[src/hdl/uief_cfg.svh]
// Constants of the UART interrupt-enable and FIFO-control register block.
// Assumes an APB master on a 100 MHz clock and 32-bit byte-addressed words.
//
// =====================================================================
// Notes on behaviour
// [RL1] Enable bit 7 turns the programmable transmit-empty interrupt mode on.
// [RL2] Enable bit 3 gates the modem status interrupt, fourth priority.
// [RL3] Enable bit 2 gates the line status interrupt, highest priority.
// [RL4] Enable bit 1 gates the transmit holding empty interrupt, third.
// [RL5] Enable bit 0 gates received data and character timeout, second.
// [RL6] With divisor access set, the enable address holds divisor high byte.
// [RL7] Shared address reads identification and writes separate FIFO control.
// [RL8] Identification bits 7:6 read 00 with FIFOs off, 11 with FIFOs on.
// [RL9] Identification bits 3:0 give the code of the top pending interrupt.
// [RL10] FIFO control bits 7:6 pick the receive trigger level.
// [RL11] Under automatic flow control, request-to-send drops at rx trigger.
// [RL12] The receive trigger level also steers the receive DMA request.
// [RL13] FIFO control bits 5:4 pick the transmit empty threshold.
// [RL14] FIFO control bit 3 picks DMA signalling mode 0 or 1.
// [RL15] Writing 1 to bit 2 empties the transmit FIFO and self-clears.
// [RL16] Writing 1 to bit 1 empties the receive FIFO and self-clears.
// [RL17] FIFO control bit 0 enables FIFOs; receive buffer reads FIFO head.
// [RL18] Software sets divisor access for baud setup and clears it after.
// [RL19] Interrupt output is high while any enabled source is pending.
// [RL20] Reserved bits read zero; all enables and settings reset to zero.
`ifndef UIEF_CFG_SVH
`define UIEF_CFG_SVH

// =====================================================================
// Register byte addresses
`define UIEF_ADDR_IRQ_EN_DIV_HI   32'h5000_1004
`define UIEF_ADDR_IDENT_FIFO_CTRL 32'h5000_1008
`define UIEF_ADDR_LINE_CTRL       32'h5000_100c
`define UIEF_ADDR_MODEM_CTRL      32'h5000_1010

// =====================================================================
// Field positions
`define UIEF_IER_PROG_TX_HOLDING_EMPTY 7
`define UIEF_IER_MODEM     3
`define UIEF_IER_LINE      2
`define UIEF_IER_TX_HOLDING_EMPTY      1
`define UIEF_IER_RXDATA    0
`define UIEF_FCR_RXTRIG_HI 7
`define UIEF_FCR_RXTRIG_LO 6
`define UIEF_FCR_TXTHR_HI  5
`define UIEF_FCR_TXTHR_LO  4
`define UIEF_FCR_DMA_MODE  3
`define UIEF_FCR_TX_CLEAR  2
`define UIEF_FCR_RX_CLEAR  1
`define UIEF_FCR_ENABLE    0
`define UIEF_LCR_DIV_ACC   7
`define UIEF_MCR_AUTO_FLOW 5
`define UIEF_MCR_RTS_REQ   1

// =====================================================================
// Interrupt identification codes
`define UIEF_ID_MODEM   4'h0
`define UIEF_ID_NONE    4'h1
`define UIEF_ID_TX_HOLDING_EMPTY    4'h2
`define UIEF_ID_RXDATA  4'h4
`define UIEF_ID_LINE    4'h6
`define UIEF_ID_BUSY    4'h7
`define UIEF_ID_TIMEOUT 4'hc

// =====================================================================
// Reset values
`define UIEF_RST_BYTE 8'h00
`define UIEF_RST_WORD 32'h0000_0000

`endif

[src/hdl/uief_pkg.sv]
// Types of the UART interrupt-enable and FIFO-control register block.
// Assumes the constants header is available to every user.
package uief_pkg;

    // =================================================================
    // APB request and answer
    typedef struct packed {
        logic        psel;
        logic        penable;
        logic        pwrite;
        logic [31:0] paddr;
        logic [31:0] pwdata;
    } uief_apb_req_t;

    typedef struct packed {
        logic        pready;
        logic        pslverr;
        logic [31:0] prdata;
    } uief_apb_rsp_t;

    // =================================================================
    // Interrupt sources raised by the rest of the UART
    typedef struct packed {
        logic line_status;
        logic rx_data_ready;
        logic char_timeout;
        logic tx_holding_empty;
        logic modem_status;
        logic busy_detect;
    } uief_src_t;

    // =================================================================
    // Pins that leave the block
    typedef struct packed {
        logic irq;
        logic rts_n;
        logic dma_rx_req_n;
        logic dma_tx_req_n;
        logic tx_fifo_clear;
        logic rx_fifo_clear;
        logic fifo_enable_bit;
        logic divisor_access_bit;
    } uief_pins_t;

    // =================================================================
    // All state of the block
    typedef struct packed {
        logic [7:0]    baud_divisor_high;
        logic          prog_tx_empty_irq_mode;
        logic          modem_status_irq_en;
        logic          line_status_irq_en;
        logic          tx_holding_empty_irq_en;
        logic          rx_data_irq_en;
        logic [1:0]    rx_trigger_level;
        logic [1:0]    tx_empty_threshold;
        logic          dma_signal_mode;
        logic          auto_flow_en;
        logic          rts_request;
        logic [3:0]    pending_irq_code;
        uief_apb_rsp_t rsp;
        uief_pins_t    pins;
    } uief_state_t;

endpackage

[src/hdl/uief_top.sv]
// Interrupt enable, identification and FIFO control of a 16550-style UART.
// Assumes the shifter supplies FIFO fill counts and interrupt source levels
// synchronous to core_clk_in, and consumes the FIFO clear pulses.
//
// Our own choice: the APB register port.
`timescale 1ns/100ps
`include "uief_cfg.svh"

module uief_top #(
    parameter int FIFO_DEPTH = 16,
    parameter int CNT_W      = $clog2(FIFO_DEPTH) + 1
) (
    input  wire logic                   core_clk_in,
    input  wire logic                   rst_n_in,
    input  wire uief_pkg::uief_apb_req_t apb_req_in,
    output      uief_pkg::uief_apb_rsp_t apb_rsp_out,
    input  wire uief_pkg::uief_src_t     irq_src_in,
    input  wire logic [CNT_W-1:0]       rx_fifo_count_in,
    input  wire logic [CNT_W-1:0]       tx_fifo_count_in,
    output      uief_pkg::uief_pins_t    pins_out,
    output      logic [7:0]             baud_divisor_high_out
);
    import uief_pkg::*;

    // =================================================================
    // Level helpers

    // Receive trigger: 1 char, quarter, half, two below full.
    function automatic logic [CNT_W-1:0] rx_trigger_count(
        input logic [1:0] sel
    );
        logic [CNT_W-1:0] depth;
        depth = CNT_W'(FIFO_DEPTH);
        case (sel)
            2'h0: rx_trigger_count = CNT_W'(1);
            2'h1: rx_trigger_count = depth >> 2;
            2'h2: rx_trigger_count = depth >> 1;
            default: rx_trigger_count = depth - CNT_W'(2);
        endcase
    endfunction

    // Transmit threshold: empty, 2 chars, quarter, half.
    function automatic logic [CNT_W-1:0] tx_threshold_count(
        input logic [1:0] sel
    );
        logic [CNT_W-1:0] depth;
        depth = CNT_W'(FIFO_DEPTH);
        case (sel)
            2'h0: tx_threshold_count = CNT_W'(0);
            2'h1: tx_threshold_count = CNT_W'(2);
            2'h2: tx_threshold_count = depth >> 2;
            default: tx_threshold_count = depth >> 1;
        endcase
    endfunction

    // =================================================================
    // State

    uief_state_t st;
    uief_state_t next_st;

    logic        access;
    logic        commit;
    logic        hit_ier;
    logic        hit_iir;
    logic        hit_lcr;
    logic        hit_mcr;
    logic        mapped;
    logic [7:0]  wbyte;
    logic [7:0]  ier_read;
    logic [7:0]  iir_read;
    logic [31:0] read_word;
    logic        fifo_on;
    logic        rx_at_trigger;
    logic        tx_at_threshold;
    logic        rx_avail;
    logic        tx_holding_empty_pend;
    logic        tmo_pend;
    logic [3:0]  code;

    assign apb_rsp_out           = st.rsp;
    assign pins_out              = st.pins;
    assign baud_divisor_high_out = st.baud_divisor_high;

    // =================================================================
    // Bus decode

    assign access  = apb_req_in.psel && apb_req_in.penable;
    // Writes land only at the edge where the master sees pready high.
    assign commit  = access && st.rsp.pready && apb_req_in.pwrite;
    assign hit_ier = apb_req_in.paddr == `UIEF_ADDR_IRQ_EN_DIV_HI;
    assign hit_iir = apb_req_in.paddr == `UIEF_ADDR_IDENT_FIFO_CTRL;
    assign hit_lcr = apb_req_in.paddr == `UIEF_ADDR_LINE_CTRL;
    assign hit_mcr = apb_req_in.paddr == `UIEF_ADDR_MODEM_CTRL;
    assign mapped  = hit_ier || hit_iir || hit_lcr || hit_mcr;
    assign wbyte   = apb_req_in.pwdata[7:0];

    // =================================================================
    // Interrupt sources and priority

    assign fifo_on         = st.pins.fifo_enable_bit;
    assign rx_at_trigger   = rx_fifo_count_in >=
                             rx_trigger_count(st.rx_trigger_level); // RL10
    assign tx_at_threshold = tx_fifo_count_in <=
                             tx_threshold_count(st.tx_empty_threshold); // RL13

    // Without FIFOs a single held character is the data-available event.
    assign rx_avail = fifo_on ? rx_at_trigger
                              : irq_src_in.rx_data_ready; // RL10

    // Programmable mode only has meaning with the FIFOs on.
    assign tx_holding_empty_pend = (st.prog_tx_empty_irq_mode && fifo_on) // RL1
                       ? tx_at_threshold // RL13
                       : irq_src_in.tx_holding_empty;

    assign tmo_pend = irq_src_in.char_timeout && fifo_on; // RL5

    always_comb begin
        if (irq_src_in.line_status && st.line_status_irq_en) begin // RL3
            code = `UIEF_ID_LINE;
        end else if (rx_avail && st.rx_data_irq_en) begin // RL5
            code = `UIEF_ID_RXDATA;
        end else if (tmo_pend && st.rx_data_irq_en) begin // RL5
            code = `UIEF_ID_TIMEOUT;
        end else if (tx_holding_empty_pend && st.tx_holding_empty_irq_en) begin // RL4
            code = `UIEF_ID_TX_HOLDING_EMPTY;
        end else if (irq_src_in.modem_status
                     && st.modem_status_irq_en) begin // RL2
            code = `UIEF_ID_MODEM;
        end else if (irq_src_in.busy_detect) begin
            // Busy detect has no enable and ranks below every other source.
            code = `UIEF_ID_BUSY;
        end else begin
            code = `UIEF_ID_NONE;
        end
    end

    // =================================================================
    // Read data

    always_comb begin
        if (st.pins.divisor_access_bit) begin
            ier_read = st.baud_divisor_high; // RL6
        end else begin
            // Bits 6:4 are reserved and read zero.
            ier_read = {st.prog_tx_empty_irq_mode, 3'h0,
                        st.modem_status_irq_en,
                        st.line_status_irq_en,
                        st.tx_holding_empty_irq_en,
                        st.rx_data_irq_en}; // RL20
        end
    end

    // The identification view is live state, never the stored control byte.
    assign iir_read = {{2{fifo_on}}, 2'h0, st.pending_irq_code}; // RL7 RL8

    always_comb begin
        read_word = `UIEF_RST_WORD;
        if (hit_ier) begin
            read_word[7:0] = ier_read;
        end else if (hit_iir) begin
            read_word[7:0] = iir_read; // RL7
        end else if (hit_lcr) begin
            read_word[`UIEF_LCR_DIV_ACC] = st.pins.divisor_access_bit;
        end else if (hit_mcr) begin
            read_word[`UIEF_MCR_AUTO_FLOW] = st.auto_flow_en;
            read_word[`UIEF_MCR_RTS_REQ]   = st.rts_request;
        end
    end

    // =================================================================
    // Next state

    always_comb begin
        next_st = st;

        // APB answer: one wait state, then pready for exactly one cycle.
        next_st.rsp.pready  = access && !st.rsp.pready;
        next_st.rsp.pslverr = access && !st.rsp.pready && !mapped;
        if (access && !st.rsp.pready && !apb_req_in.pwrite) begin
            next_st.rsp.prdata = read_word;
        end else begin
            next_st.rsp.prdata = `UIEF_RST_WORD;
        end

        // Clear strobes fall after one cycle without software help.
        next_st.pins.tx_fifo_clear = 1'b0; // RL15
        next_st.pins.rx_fifo_clear = 1'b0; // RL16

        if (commit && hit_ier) begin
            if (st.pins.divisor_access_bit) begin
                next_st.baud_divisor_high = wbyte; // RL6
            end else begin
                next_st.prog_tx_empty_irq_mode =
                    wbyte[`UIEF_IER_PROG_TX_HOLDING_EMPTY]; // RL1
                next_st.modem_status_irq_en =
                    wbyte[`UIEF_IER_MODEM]; // RL2
                next_st.line_status_irq_en =
                    wbyte[`UIEF_IER_LINE]; // RL3
                next_st.tx_holding_empty_irq_en =
                    wbyte[`UIEF_IER_TX_HOLDING_EMPTY]; // RL4
                next_st.rx_data_irq_en =
                    wbyte[`UIEF_IER_RXDATA]; // RL5
            end
        end

        if (commit && hit_iir) begin
            next_st.rx_trigger_level =
                wbyte[`UIEF_FCR_RXTRIG_HI:`UIEF_FCR_RXTRIG_LO]; // RL10
            next_st.tx_empty_threshold =
                wbyte[`UIEF_FCR_TXTHR_HI:`UIEF_FCR_TXTHR_LO]; // RL13
            next_st.dma_signal_mode =
                wbyte[`UIEF_FCR_DMA_MODE]; // RL14
            next_st.pins.tx_fifo_clear =
                wbyte[`UIEF_FCR_TX_CLEAR]; // RL15
            next_st.pins.rx_fifo_clear =
                wbyte[`UIEF_FCR_RX_CLEAR]; // RL16
            next_st.pins.fifo_enable_bit =
                wbyte[`UIEF_FCR_ENABLE]; // RL17
        end

        if (commit && hit_lcr) begin
            next_st.pins.divisor_access_bit =
                wbyte[`UIEF_LCR_DIV_ACC]; // RL18
        end

        if (commit && hit_mcr) begin
            next_st.auto_flow_en = wbyte[`UIEF_MCR_AUTO_FLOW];
            next_st.rts_request  = wbyte[`UIEF_MCR_RTS_REQ];
        end

        // Identification and interrupt line move together.
        next_st.pending_irq_code = code; // RL9
        next_st.pins.irq = code != `UIEF_ID_NONE; // RL19

        // Flow control only runs with the FIFOs on; otherwise the
        // request bit drives the line directly.
        if (st.auto_flow_en && fifo_on) begin
            next_st.pins.rts_n = !st.rts_request
                                 || rx_at_trigger; // RL11
        end else begin
            next_st.pins.rts_n = !st.rts_request;
        end

        // Mode 0 requests per character; mode 1 waits for the levels.
        if (st.dma_signal_mode && fifo_on) begin // RL14
            next_st.pins.dma_rx_req_n =
                !(rx_at_trigger || irq_src_in.char_timeout); // RL12
            next_st.pins.dma_tx_req_n = !tx_at_threshold; // RL13
        end else begin
            next_st.pins.dma_rx_req_n = fifo_on
                ? !(rx_fifo_count_in != CNT_W'(0))
                : !irq_src_in.rx_data_ready;
            next_st.pins.dma_tx_req_n = fifo_on
                ? !(tx_fifo_count_in == CNT_W'(0))
                : !irq_src_in.tx_holding_empty;
        end
    end

    // =================================================================
    // Register

    always_ff @(posedge core_clk_in or negedge rst_n_in) begin
        if (!rst_n_in) begin
            st                      <= '0; // RL20
            st.pending_irq_code     <= `UIEF_ID_NONE;
            st.pins.rts_n           <= 1'b1;
            st.pins.dma_rx_req_n    <= 1'b1;
            st.pins.dma_tx_req_n    <= 1'b1;
        end else begin
            st <= next_st;
        end
    end

endmodule // uief_top

[config.mk]
export PLATFORM = sky130hd
export DESIGN_NAME = uief_top
export DESIGN_NICKNAME = d
export VERILOG_FILES = /design/src/hdl/uief_pkg.sv /design/src/hdl/uief_top.sv
export VERILOG_INCLUDE_DIRS = /design/src /design/src/hdl
export SDC_FILE = /design/constraint.sdc
export NUM_CORES = 1
export LEC_CHECK = 0
export BUFFER_PORTS_ARGS = -buffer_cell sky130_fd_sc_hd__buf_2
export CELL_PAD_IN_SITES_DETAIL_PLACEMENT = 0
export CELL_PAD_IN_SITES_GLOBAL_PLACEMENT = 2
export CORE_MARGIN = 4
export CORE_UTILIZATION = 23
export CTS_BUF_LIST = sky130_fd_sc_hd__clkbuf_16
export DETAILED_ROUTE_END_ITERATION = 12
export HOLD_SLACK_MARGIN = 0.1
export PLACE_DENSITY = 0.73
export REMOVE_ABC_BUFFERS = 1
export SYNTH_ARGS = -nofsm -noshare
export SYNTH_HDL_FRONTEND = slang
export SYNTH_SLANG_ARGS = --single-unit
[constraint.sdc]
create_clock -name core_clk_in -period 2.1 [get_ports core_clk_in]
set_clock_uncertainty 0.1 [all_clocks]
set_input_delay 0.315 -clock core_clk_in [delete_from_list [all_inputs] [get_ports core_clk_in]]
set_output_delay 0.315 -clock core_clk_in [all_outputs]
set_load 0.05 [all_outputs]
### Yosys cells after proc, flatten, opt, wreduce, memory -nomap -nowiden

Index checks and enable logic that the tools add are counted.

| storage, ports and cells | value |
|---|---|
| bits in registers | 66 |
| output and inout bits | 50 |

| operators by class | value |
|---|---|
| bitwise gates (word level) | 1 |
| equal/unequal tests | 9 |
| magnitude comparators | 2 |
| reductions and logical operators | 40 |
| muxes and demuxes | 29 |

Operators by type and width:

| cell | number |
|---|---|
| $eq 32x31->1 const B | 4 |
| $mux 8 | 3 |
| $pmux 4 s3 | 2 |
| $logic_and 1x1->1 | 19 |
| $mux 1 | 15 |
| $mux 3 | 4 |
| $mux 4 | 3 |
| $logic_not 1->1 | 10 |
| $ge 5x5->1 | 1 |
| $le 5x5->1 | 1 |
| $logic_not 5->1 | 1 |
| $logic_or 1x1->1 | 5 |
| $reduce_bool 5->1 | 1 |
| $eq 2x1->1 const B | 2 |
| $eq 2x2->1 const B | 2 |
| $logic_not 2->1 | 2 |
| $mux 2 | 2 |
| $ne 4x1->1 const B | 1 |
| $reduce_and 2->1 | 2 |
| $not 1->1 | 1 |

### Longest topological paths before layout

| depth | value |
|---|---|
| depth after elaboration | 10 |
| depth in mapped cells | 7 |
| mapped depth without buffers | 7 |

### Worst setup path after synthesis

Ideal clock, no wire load.

| timing | value |
|---|---|
| path type | input-to-reg |
| start point | in apb_req_in[53] (netlist bit) |
| end point | reg st, in the netlist baud_divisor_high_out[0] |
| setup slack | -0.018 ns |
| stages | 5 |
| arrival | 1.894 ns |
| data required time | 1.875 ns |
| buffers on the path | 0 |
| cells stage by stage | or4_4 > nor3_4 > nand4_4 > nor3_4 > mux2_2 |

| between the ends | value |
|---|---|
| cells in the longest elaborated chain, start to end | 3 |

RTL lines:

| element | line | RTL |
|---|---|---|
| start: declaration | uief_top.sv:15 | `input wire uief_pkg::uief_apb_req_t apb_req_in,` |
| $eq 32x31->1 (no source line) | - |  |
| $logic_and 1x1->1 | uief_top.sv:190 | `if (commit && hit_ier) begin` |
| $reduce_and 2->1 (no source line) | - |  |
| end signal: assignment | uief_top.sv:271 | `st <= next_st;` |
| end: declaration | uief_top.sv:59 | `uief_state_t st;` |

No other way between the ends.
A chain may end at the register's enable or synchronous reset.

==> summary.md <==
| Metric | Value |
|---|---|
| Layout area overhead | 25.3% |
| Seq/Total Area, Yosys | 0.419 |
| Dpl cell area | 2950 sq um |
| Max_cap viols | 0 |
| Main flop type after synthesis | dfrtp_1 |
| DP HPWL | 5130 um |
| # nets final | 409 |
| Most common cell after layout, fill and taps aside | buf_2 |
| Worst setup slack after layout | 82.4 ps |
| Initial antenna violation count | 0 |
| Switching power | 0.499 mW |
| Synthesized area | 2520 sq um |
| Status | finished, final reports clean |
| # diodes | 0 |
| Clock Path Buffers | 2 |
| R2R Setup Slk | 80 ps |
| Commonest cells after routing, fill and taps aside | 86 x buf_2, 38 x dfrtp_1, 26 x mux2_2, 24 x conb_1, 15 x buf_4 |
| Drt wl/cell | 13.8 um |
| Via Count | 1895 |
| IO Port Bufs | 86 |
| Worst R2R Start | st[49]$_DFFE_PN0P_ |
| Final hold violation count | 0 |
| Mean Syn Cell Area | 10.6 sq um |
| Design Area, Final | 3160 sq um |
| Root Buffer | clkbuf_16 |
| Clk pwr share | 0.403 |
| Max Slew Vio Count | 0 |
| RR Endpoint | pins_out[7]$_DFF_PN0_ |
| Fraction of layout cells with a size suffix above 1 | 0.494 |
| Setup TNS | 0 ps |
| DRC viols | 0 |
| GRT Util Overall | 0.0967 |
| Die area | 12700 sq um |
| Die width | 113 um |
| Max FO, Critical Path | 4 |
| Pwr Density | 577 nW/um^2 |
| Worst hold-check path type | primary input to flop |
| Critical Path End Type | flop |
| Seq pwr share | 0.450 |
| Number of synthesized register bits | 42 |
| CTS Buf Count | 5 |
| Final worst-path cycle share | 0.961 |
| Post-Route WL | 6270 um |
| Critical path class | flop to flop |
| Gate count after technology mapping | 238 |
| Number of vias per cell | 4.17 |
| CTS tree | built |
| Initial Utilization | 0.240 |
| Part of the power in combinational logic | 0.147 |
| F_max | 496 MHz |
| Fin crit period | 2020 ps |
| Min-delay src | irq_src_in[2] |
| Clock Latency Late Sink | 280 ps |
| CTS clk-pin slew, worst paths | 60 ps |
| R2R cell count | 7 |
| Std-Cell Core Area | 10500 sq um |
| Post-synth EDFFs | 0 |
| Largest net degree at the start of global routing | 20 |
| Final setup vio count | 0 |
| RSZ-0062 raised after global routing | yes |
| I/O pin count | 135 |
| First-pass GRT wire length | 9860 um |
| Cell internal pwr | 1.32 mW |
| Hold Crit Depth | 2 |
| Initial DRC count | 25 |
| CP startpoint kind | flop |
| H-Tree Depth | 2 |
| Async set-reset flop share out of synthesis | 1.00 |
| GRT overflow | 0 |
| Synth Warn # | 0 |
| Hold Path End | pins_out[4]$_DFF_PN1_ |
| CP required | 2150 ps |
| Worst path arrival time | 2070 ps |
| Row count | 37 |
| Max IR drop VDD | 0.227 mV |
| LEAKAGE | 1.59 nW |
| Library cells used by synthesis | 40 |
| Clk sink count | 42 |
| Vias in the first global route | 1943 |
| Setup WS pre-CTS | -208 ps |
| Final Wtd Congestion | 0.731 |
| Sw Ratio | 0.274 |
| DRT Pass-1 Iters | 4 |
| Die Y-Extent | 113 um |
| Final ANT Viol Nets | 0 |
==> synth_stat cells, drive strengths merged, types with 5 or more instances <==
cell type / count / area, sq um
and2: 5 / 31.3
buf: 51 / 387
dfrtp: 38 / 951
ha: 7 / 87.6
inv: 5 / 18.8
mux2: 26 / 293
nand2: 13 / 48.8
nor2: 13 / 48.8
nor2b: 7 / 43.8
nor3: 8 / 90.1
nor4: 5 / 31.3
o21ai: 8 / 40.0
==> per-layer routing <==
metal | share of wire | track usage | routed length (um)
met4 | 0.017 | 0.0337 | 106
met2 | 0.49 | 0.166 | 3100
met3 | 0.049 | 0.0176 | 307
met5 | 0 | 0 | 0
met1 | 0.44 | 0.121 | 2760
==> worst max path at each step <==
stage | cells after the start | startpoint | slack [ps] | to
6_report | 7 | st[49]$_DFFE_PN0P_ | 80 | pins_out[7]$_DFF_PN0_
5_1_grt | 7 | st[49]$_DFFE_PN0P_ | -9 | pins_out[7]$_DFF_PN0_
4_1_cts | 7 | st[52]$_DFFE_PN0P_ | 10 | pins_out[7]$_DFF_PN0_
3_5_place_dp | 7 | st[49]$_DFFE_PN0P_ | -210 | pins_out[7]$_DFF_PN0_
3_3_place_gp | 7 | st[49]$_DFFE_PN0P_ | -190 | pins_out[7]$_DFF_PN0_
2_1_floorplan | 5 | apb_req_in[53] | -20 | baud_divisor_high_out[0]$_DFFE_PN0P_
==> worst max-delay path, stage by stage (launching register included) <==
cell	delay, ps
dfrtp_1	410
nand2b_1	160
ha_1	290
nand2_1	70
o21ai_2	150
a31oi_2	120
a21oi_2	120
or4b_4	460
==> cell families (layout without fill, tap and decap cells) <==
family / after synthesis / in the layout / share of synthesized area
AND/OR/NAND/NOR: 74 / 74 / 0.190
flip-flops: 42 / 42 / 0.419
AO/OA/AOI/OAI: 26 / 26 / 0.0645
XOR/XNOR: 1 / 1 / 0.00347
adder cells (fa/ha/maj): 7 / 7 / 0.0347
multiplexers: 27 / 27 / 0.120
other: 1 / 24 / 0.00149
buffers and inverters: 60 / 117 / 0.167
==> power by group through the flow <==
stage | registers (mW) | clock network, mW | logic (mW)
2_1_floorplan | 0.854 | 0 | 0.131
3_3_place_gp | 0.836 | 0 | 0.257
3_5_place_dp | 0.836 | 0 | 0.259
4_1_cts | 0.821 | 0.751 | 0.263
5_1_grt | 0.822 | 0.779 | 0.291
6_report | 0.821 | 0.735 | 0.267
==> registers in the layout, summed over array words and instances, names as in the netlist <==
register,count
iir_read,4
baud_divisor_high_out,8
st,12
fifo_on,1
apb_rsp_out,10
pins_out,7
==> area by class of cell <==
| type | instances | area [sq um] |
|---|---|---|
| clock buffers | 5 | 125 |
| multi-input cells | 159 | 1180 |
| flip-flops and latches | 42 | 1060 |
| clock inverters | 3 | 15.0 |
| inverters | 5 | 18.8 |
| fillers | 1090 | 7350 |
| well taps | 136 | 170 |
| repair buffers | 104 | 593 |
==> per-stage QoR <==
| stage | hold WS, ps | cells | total power [mW] | util |
|---|---|---|---|---|
| floorplan | -80.6 | 206 | 0.985 | - |
| global placement | 179 | 444 | 1.09 | 0.281 |
| finish | 107 | 454 | 1.82 | 0.301 |
| CTS | 101 | 454 | 1.83 | 0.297 |
| detailed placement | 176 | 444 | 1.09 | 0.281 |
| global route | 126 | 454 | 1.89 | 0.301 |
==> timing repair <==
item | CTS | global route
hold buffers | 1 | 0
gates resized for setup | 4 | 10
pin swaps | 4 | 2
endpoints found under the hold margin | 14 | 0
setup buffers | 1 | 0
endpoints found under the setup margin | 1 | 2
Note: power is estimated with default switching activity, not from simulation.
